[config.mk]
export PLATFORM = sky130hd
export DESIGN_NAME = sew_core
export DESIGN_NICKNAME = d
export VERILOG_FILES = /design/src/shared/sew_pkg.sv /design/src/hw/sew_core.sv
export VERILOG_INCLUDE_DIRS = /design/src /design/src/shared
export SDC_FILE = /design/constraint.sdc
export NUM_CORES = 2
export LEC_CHECK = 0
export BUFFER_PORTS_ARGS = -buffer_cell sky130_fd_sc_hd__buf_4
export CORE_ASPECT_RATIO = 1.25
export CORE_MARGIN = 2
export CORE_UTILIZATION = 57
export CTS_CLUSTER_DIAMETER = 150
export DETAILED_ROUTE_END_ITERATION = 10
export PLACE_DENSITY = 0.75
export SETUP_SLACK_MARGIN = 0.2
export SLEW_MARGIN = 0
export SYNTH_ARGS = -nofsm -noshare
export SYNTH_HDL_FRONTEND = slang
export SYNTH_SLANG_ARGS = --single-unit
[constraint.sdc]
create_clock -name clk -period 2.5 [get_ports clk]
set_input_delay 0.5 -clock clk [delete_from_list [all_inputs] [get_ports clk]]
set_output_delay 0.5 -clock clk [all_outputs]
set_load 0.1 [all_outputs]
[src/shared/sew_regs.svh]
// constants of the serial word-access eeprom block
// included by the package and by the design files; definitions only
`ifndef SEW_REGS_SVH
`define SEW_REGS_SVH

// register widths and array size
`define SEW_AW         12
`define SEW_DW         32
`define SEW_NWORDS     32
`define SEW_WORD_W     5

// address/op-code field positions (first shifted bit ends at the top)
`define SEW_CHIP_HI    11
`define SEW_CHIP_LO    8
`define SEW_WORD_HI    7
`define SEW_WORD_LO    3
`define SEW_OP_HI      2
`define SEW_OP_LO      0
`define SEW_STBY_BIT   0

// op codes as {first, second, third} shifted bit
`define SEW_OP_READ    3'h0
`define SEW_OP_WERASE  3'h2
`define SEW_OP_BERASE  3'h6
`define SEW_OP_WRITE   3'h4

// power-up value of the address register: op code reads as standby
`define SEW_ADDR_RST   12'h001
`define SEW_ERASED     32'h0000_0000
`define SEW_FIFO_DEPTH 8

`endif

[src/shared/sew_pkg.sv]
// types shared by the serial word-access eeprom block
// assumes sew_regs.svh is on the include path
`include "sew_regs.svh"

package sew_pkg;

  typedef enum logic [2:0] {
    SEW_CMD_STANDBY,
    SEW_CMD_READ,
    SEW_CMD_WERASE,
    SEW_CMD_BERASE,
    SEW_CMD_WRITE
  } sew_cmd_t;

  // one array action queued towards the core
  typedef struct packed {
    sew_cmd_t                 cmd;
    logic [`SEW_WORD_W-1:0]   word;
    logic [`SEW_DW-1:0]       data;
  } sew_prog_t;

  // pin levels, raw and synchronised
  typedef struct packed {
    logic       sclk;
    logic       rsel;
    logic       din;
    logic       supply;
    logic [3:0] chip_id;
  } sew_pins_t;

endpackage

[src/hw/sew_core.sv]
// serial word-access eeprom: 32 words of 32 bits behind a three-wire serial port
// assumes all pins are asynchronous to clk and the shift clock is far slower
//
// Contract
// - 12-bit address register, 32-bit data register
// - first four bits compared with strap pins
// - next five bits select the word
// - op codes: read, word/block erase, write, standby
// - entering data mode on read loads word
// - clock pulses shift out and recirculate data
// - driver on only for read, select low, match
// - shift on falling edge of serial clock
// - erased bits read as low
// - select high or standby code forces standby
// - array untouched while chip deselected
// - pull-down needs supply, erase/write, select low
// - control output only pulls down
// - reset presets op code to standby
`timescale 1ns/1ps
`include "sew_regs.svh"

module sew_fifo
  import sew_pkg::*;
#(
  parameter int WIDTH = `SEW_DW,
  parameter int DEPTH = `SEW_FIFO_DEPTH
)(
  // clock and reset
  input  wire logic             clk,
  input  wire logic             rst,
  // filling side
  input  wire logic             in_valid,
  output logic                  in_ready,
  input  wire logic [WIDTH-1:0] in_data,
  // draining side
  output logic                  out_valid,
  input  wire logic             out_ready,
  output logic [WIDTH-1:0]      out_data
);
  localparam int PW = (DEPTH > 1) ? $clog2(DEPTH) : 1;
  localparam logic [PW:0] PTR_ONE = (PW+1)'(1);

  generate
    if (DEPTH < 2 || (DEPTH & (DEPTH - 1)) != 0 || WIDTH < 1)
    begin : g_bad_param
      $error("sew_fifo: depth must be a power of two of at least 2");
    end
  endgenerate

  typedef struct packed {
    logic [DEPTH-1:0][WIDTH-1:0] mem;
    logic [PW:0]                 wr;
    logic [PW:0]                 rd;
  } sew_fifo_st_t;

  sew_fifo_st_t q;
  sew_fifo_st_t d;
  logic         full;
  logic         empty;

  assign empty     = (q.wr == q.rd);
  assign full      = (q.wr[PW] != q.rd[PW]) && (q.wr[PW-1:0] == q.rd[PW-1:0]);
  assign in_ready  = !full;
  assign out_valid = !empty;
  assign out_data  = q.mem[q.rd[PW-1:0]];

  always_comb
  begin
    d = q;
    if (in_valid && !full)
    begin
      d.mem[q.wr[PW-1:0]] = in_data;
      d.wr                = q.wr + PTR_ONE;
    end
    if (out_ready && !empty)
    begin
      d.rd = q.rd + PTR_ONE;
    end
  end

  always_ff @(posedge clk)
  begin
    if (rst)
      q <= '0;
    else
      q <= d;
  end

endmodule

module sew_core
  import sew_pkg::*;
#(
  parameter int FIFO_DEPTH = `SEW_FIFO_DEPTH
)(
  // clock and reset
  input  wire logic             clk,
  input  wire logic             rst,
  // serial link pins
  input  wire logic             shift_clock,
  input  wire logic             register_select,
  input  wire logic             serial_addr_data_line_i,
  output logic                  serial_addr_data_line_o,
  output logic                  serial_addr_data_line_oe,
  // strap and supply pins
  input  wire logic [3:0]       chip_id,
  input  wire logic             supply_present,
  // open-drain programming-voltage control
  output logic                  prog_voltage_control_o,
  output logic                  prog_voltage_control_oe,
  // status
  output sew_cmd_t              cmd_decoded,
  output logic                  prog_stalled
);

  localparam int DW = `SEW_DW;

  typedef struct packed {
    sew_pins_t                        s1;
    sew_pins_t                        s2;
    logic                             clk_prev;
    logic                             rs_prev;
    logic [`SEW_AW-1:0]               addr;
    logic [DW-1:0]                    data;
    logic                             load;
    logic                             pend;
    sew_prog_t                        pend_req;
    logic [`SEW_NWORDS-1:0][DW-1:0]   mem;
  } sew_core_st_t;

  sew_core_st_t q;
  sew_core_st_t d;
  sew_pins_t    pins_in;
  sew_cmd_t     cmd;
  sew_prog_t    out_req;
  logic         fall;
  logic         rs_fall;
  logic         match;
  logic         active;
  logic         read_en;
  logic         prog_cmd;
  logic         in_ready;
  logic         out_valid;
  logic         out_ready;
  logic         out_fire;
  logic [`SEW_WORD_W-1:0] word;
  logic [DW-1:0]          rd_word;

  // op-code decode; standby bit wins over the rest
  function automatic sew_cmd_t sew_decode(input logic [2:0] op);
    sew_cmd_t c;
    c = SEW_CMD_STANDBY;
    if (!op[`SEW_STBY_BIT])
    begin
      case (op)
        `SEW_OP_READ:   c = SEW_CMD_READ;
        `SEW_OP_WERASE: c = SEW_CMD_WERASE;
        `SEW_OP_BERASE: c = SEW_CMD_BERASE;
        `SEW_OP_WRITE:  c = SEW_CMD_WRITE;
        default:        c = SEW_CMD_STANDBY;
      endcase
    end
    return c;
  endfunction

  assign pins_in = '{sclk:    shift_clock,
                     rsel:    register_select,
                     din:     serial_addr_data_line_i,
                     supply:  supply_present,
                     chip_id: chip_id};

  assign fall     = q.clk_prev && !q.s2.sclk;
  assign rs_fall  = q.rs_prev && !q.s2.rsel;
  assign match    = (q.addr[`SEW_CHIP_HI:`SEW_CHIP_LO] == q.s2.chip_id);
  assign word     = q.addr[`SEW_WORD_HI:`SEW_WORD_LO];
  assign cmd      = sew_decode(q.addr[`SEW_OP_HI:`SEW_OP_LO]);
  // select high gates active, not the decoder; standby code needs no help
  assign active   = !q.s2.rsel && match && (cmd != SEW_CMD_STANDBY);
  assign read_en  = active && (cmd == SEW_CMD_READ);
  assign prog_cmd = (cmd == SEW_CMD_WERASE) || (cmd == SEW_CMD_BERASE)
                    || (cmd == SEW_CMD_WRITE);
  assign rd_word  = q.mem[word];

  // the array port serves the read load first; queued actions wait
  assign out_ready = !q.load && !(rs_fall && read_en);
  assign out_fire  = out_valid && out_ready;

  sew_fifo #(
    .WIDTH ($bits(sew_prog_t)),
    .DEPTH (FIFO_DEPTH)
  ) i_sew_fifo (
    .clk       (clk),
    .rst       (rst),
    .in_valid  (q.pend),
    .in_ready  (in_ready),
    .in_data   (q.pend_req),
    .out_valid (out_valid),
    .out_ready (out_ready),
    .out_data  (out_req)
  );

  always_comb
  begin
    d          = q;
    d.s1       = pins_in;
    d.s2       = q.s1;
    d.clk_prev = q.s2.sclk;
    d.rs_prev  = q.s2.rsel;

    if (fall)
    begin
      d.load = 1'b0;
      if (q.s2.rsel)
        d.addr = {q.addr[`SEW_AW-2:0], q.s2.din};
      else if (read_en)
        d.data = {q.data[DW-2:0], q.data[DW-1]};
      else
        d.data = {q.data[DW-2:0], q.s2.din};
    end
    else if ((rs_fall || q.load) && read_en)
    begin
      // parallel load holds until the first clock pulse
      d.load = 1'b1;
      d.data = rd_word;
    end
    else if (!read_en)
    begin
      d.load = 1'b0;
    end

    // a queued action leaves when the fifo takes it; a new one wins
    if (q.pend && in_ready)
      d.pend = 1'b0;
    if (rs_fall && active && prog_cmd)
    begin
      d.pend          = 1'b1;
      d.pend_req.cmd  = cmd;
      d.pend_req.word = word;
      d.pend_req.data = q.data;
    end

    if (out_fire)
    begin
      case (out_req.cmd)
        SEW_CMD_BERASE:
        begin
          for (int i = 0; i < `SEW_NWORDS; i++)
            d.mem[i] = `SEW_ERASED;
        end
        SEW_CMD_WERASE: d.mem[out_req.word] = `SEW_ERASED;
        SEW_CMD_WRITE:  d.mem[out_req.word] = out_req.data;
        default:        d.mem = q.mem;
      endcase
    end
  end

  always_ff @(posedge clk)
  begin
    if (rst)
    begin
      q      <= '0;
      q.addr <= `SEW_ADDR_RST;
    end
    else
    begin
      q <= d;
    end
  end

  assign serial_addr_data_line_o  = q.data[DW-1];
  assign serial_addr_data_line_oe = read_en;
  // open drain: low level only, enable means conducting
  assign prog_voltage_control_o   = 1'b0;
  assign prog_voltage_control_oe  = q.s2.supply && active && prog_cmd;
  assign cmd_decoded              = cmd;
  assign prog_stalled             = q.pend && !in_ready;
endmodule

==> summary.txt <==
Final layout
  • Register area: 0.0292 mm^2
  • Layout Utilization: 0.715
  • Layout Nets: 6379
  • Commonest non-fill, non-tap cells in the layout: 1448 x dfxtp_1, 749 x nand2_1, 714 x nand3_1, 477 x mux2i_1, 432 x o21ai_0
  • Filler cells: 6605
  • Commonest non-fill, non-tap cell in the layout: dfxtp_1
  • Multi-input gate area: 0.0296 mm^2
  • Synthesis-to-finish area growth: 24.5%
  • Final non-filler cell area: 0.0751 mm^2
  • Ratio of cells with drive above 1 in the final layout: 0.232

Logic synthesis
  • Asr flop ratio synth: 0
  • Syn Area/Cell: 9.65 um^2
  • Share of the yosys chip area belonging to registers: 0.483
  • Post-Syn Area: about 0.060 mm^2
  • Synth warn: 0
  • Syn_nets: 6259
  • Syn Inst Count: 6247
  • Largest cells by area after synthesis: dfxtp_1 48%, mux4_2 10%, mux2i_1 8.0%
  • Area leader, netlist: dfxtp_1
  • Post-synth EDFFs: 0
  • Synth Flop Type: dfxtp_1
  • Post-synthesis cell type count: a little under 70
  • #FFs+latches synth: 1456
  • Synth top area share: 0.483

GRT
  • Initial antenna violation count: 19
  • All-Layer GR Usage: 0.346
  • Met1 Use GR: 0.418
  • Number of global-route vias before repair: 49337
  • First-pass GRT wire length: about 290000 um
  • GR peak layer: met2
  • Remaining global-route overflow: 0
  • Met3 global-route usage: 0.0838
  • Largest net degree at the start of global routing: 251
  • Met2 track demand over resource: 0.558

Critical path
  • Crit. End Element: register
  • FF-to-FF setup slack: -0.61 ns
  • CP Data Required Time: 3.13 ns
  • Reg2reg end: q[1094]
  • CP Launch Type: register
  • Cell mode on critical path: buf_4
  • CP delay by family, top: multiplexers
  • Critical R2R Launch: q[1102]
  • Slowest cell delay on critical path: roughly 0.55 ns
  • Reg2reg path depth: 8
  • Beginning of the critical path: q[1102]
  • CP Depth: 8
  • CP Class: reg2reg
  • Arr. time, crit path: 3.74 ns
  • Max FO, Critical Path: 10
  • CP Capture Point: q[1094]
  • Buf/Inv on CP: 3
  • Crit-path slowest cell: mux2i_1
  • Critical Path, Cell by Cell: buf_4 > buf_4 > mux4_2 > mux2i_1 > nor2_1 > a2111oi_0 > buf_4 > a211oi_1

Routing
  • Drt wl/cell: approximately 28 um
  • Iter 0 DRT Violations: between 8000 and 9000
  • Final ANT Viol Nets: 0
  • Post-route DRC: 0
  • Final wirelength: approximately 220000 um
  • Drt first pass iters: 8
  • Total number of vias: 54084
  • Vias per std cell: approximately 7

Placement
  • Detailed Place HPWL: 113000 um
  • PortBufs: 16
  • Placed Area: 0.0655 mm^2
  • GPL Wtd Cong: approximately 0.89

Timing
  • Min Hold Slack: about 0.24 ns
  • Slew Limit Headroom: 0.152
  • Final period util: 1.24
  • Achievable frequency: 0.321 GHz
  • Worst Tran Pin Value: 1.27 ns
  • Final slew viol count: 0
  • Final WS setup: -0.611 ns
  • Finish-stage setup viols: 1057
  • Clock skew: 0.0483 ns
  • Final Hold Viols: 0
  • Crit path time final: 3.11 ns
  • RSZ-0062 raised after global routing: true

Power and ir drop
  • PwrDens: 625 mW/mm^2
  • Final Total Pwr: 46.9 mW
  • Leakage power: 27.0 nW
  • Maximum VDD drop: ~0.00076 V

Status
  • Failing checks: negative setup slack
  • Status: finished with violations

Hold path
  • Hold crit path type: in2reg
  • Hold path depth: 3

Clocking
  • Clock latency on the worst-skew pair: 0.81 ns
  • Num CTS Buffers: 138
  • Clock-pin slew on the worst setup and hold paths: 0.07 ns
  • Worst-case clock buffer depth: 3
  • H-tree levels: 4
  • Clk sink count: 1456
  • CTS tree: yes
  • Root buf cell: clkbuf_16

Flow run
  • Max_cap viols: 0

Floorplan
  • Die H: between 300 and 400 um
  • FP Rows: 133
  • Die area: 0.108 mm^2
  • Starting density of the core: 0.574
  • Core ar.: 0.105 mm^2
  • Boundary Pins: 18
  • Die X: 295 um
==> worst min path at each step <==
stage                  from                end  slack [ns]
floorplan           d[1118]            d[1110]        0.41
finish                  rst  i_sew_fifo.q[107]        0.24
detailed placement  d[1117]            q[1117]        0.42
global route            rst   i_sew_fifo.q[27]        0.27
CTS                     rst  i_sew_fifo.q[111]        0.25
global placement    d[1116]            q[1116]        0.42
==> cells by family (layout without fill, tap and decap cells) <==
logic type | after synthesis | count (layout) | share of synthesized area
compound gates | 1322 | 1322 | 0.124
xor+xnor | 15 | 15 | 0.00218
fa+ha+maj | 2 | 2 | 0.000415
buf+inv | 703 | 929 | 0.0507
flops | 1456 | 1456 | 0.483
mux | 813 | 813 | 0.194
other cells | 1 | 10 | 0.0000622
simple gates | 1935 | 1935 | 0.146
==> repair_timing <==
item / CTS / global route
cloned: 26 / 61
buffers inserted: 33 / 71
resized for setup: 101 / 373
hold buffers: 8 / 0
endpoints found under the hold margin: 8 / 0
pin swaps: 7 / 28
endpoints found under the setup margin: 1257 / 1304
==> power by group <==
part / internal [mW] / total [mW] / switching, mW
sequential: 23.2 / 23.3 / 0.0647
clock: 12.3 / 21.7 / 9.38
combinational: 0.887 / 1.99 / 1.10
==> state kept, by name (all words and copies together) (netlist names) <==
signal                   count
d                           10
i_sew_fifo.q               328
q                         1117
serial_addr_data_line_o      1
==> area by class of cell <==
type / count / share of cell area
flip-flops and latches: 1456 / 0.389
clock inverters: 41 / 0.00652
repair buffers: 675 / 0.131
clock buffers: 205 / 0.0549
inverters: 8 / 0.000500
well taps: 1417 / 0.0236
diodes: 9 / 0.000300
multi-input cells: 4088 / 0.394
==> routing by layer <==
layer | wire (um) | vias to the layer above
met5 | 315 | -
met1 | 75300 | 25955
met4 | 20400 | 26
met3 | 28600 | 1456
li1 | - | 22591
met2 | 96500 | 4056
==> stage by stage <==
stage	setup slack [ns]	instances	setup TNS, ns
finish	-0.611	7899	-322.48
global route	-0.635	7892	-378.47
CTS	-0.500	7758	-262.69
detailed placement	-0.508	7445	-189.04
global placement	-0.488	7445	-144.16
floorplan	-0.0167	6247	-1.23
==> cell usage after synthesis (6+ instances only) <==
| cell type | number |
|---|---|
| a221oi_1 | 21 |
| a22oi_1 | 44 |
| buf_4 | 26 |
| nand2b_1 | 6 |
| nand3_1 | 841 |
| o21ai_1 | 290 |
| nor2b_1 | 33 |
| dfxtp_1 | 1456 |
| nor2_1 | 186 |
| a21oi_1 | 281 |
| and2_1 | 8 |
| o2111ai_4 | 14 |
| inv_1 | 7 |
| a211oi_1 | 28 |
| nand2_1 | 766 |
| xnor2_1 | 10 |
| nor3_1 | 43 |
| a32oi_1 | 9 |
| mux2i_1 | 480 |
| o21ai_0 | 571 |
| mux2_2 | 51 |
| buf_1 | 74 |
| buf_6 | 15 |
| clkbuf_1 | 412 |
| o2111ai_2 | 7 |
| or3_1 | 8 |
| o22ai_1 | 18 |
| a2111oi_0 | 16 |
| buf_2 | 165 |
| mux4_2 | 278 |
| o2111ai_1 | 7 |
==> tightest hold or removal path: cells and delay by family <==
family / cells / cell delay [ns]
buf+inv: 2 / 0.34
simple gates: 1 / 0.14
Power figures use the tool's default switching activity.
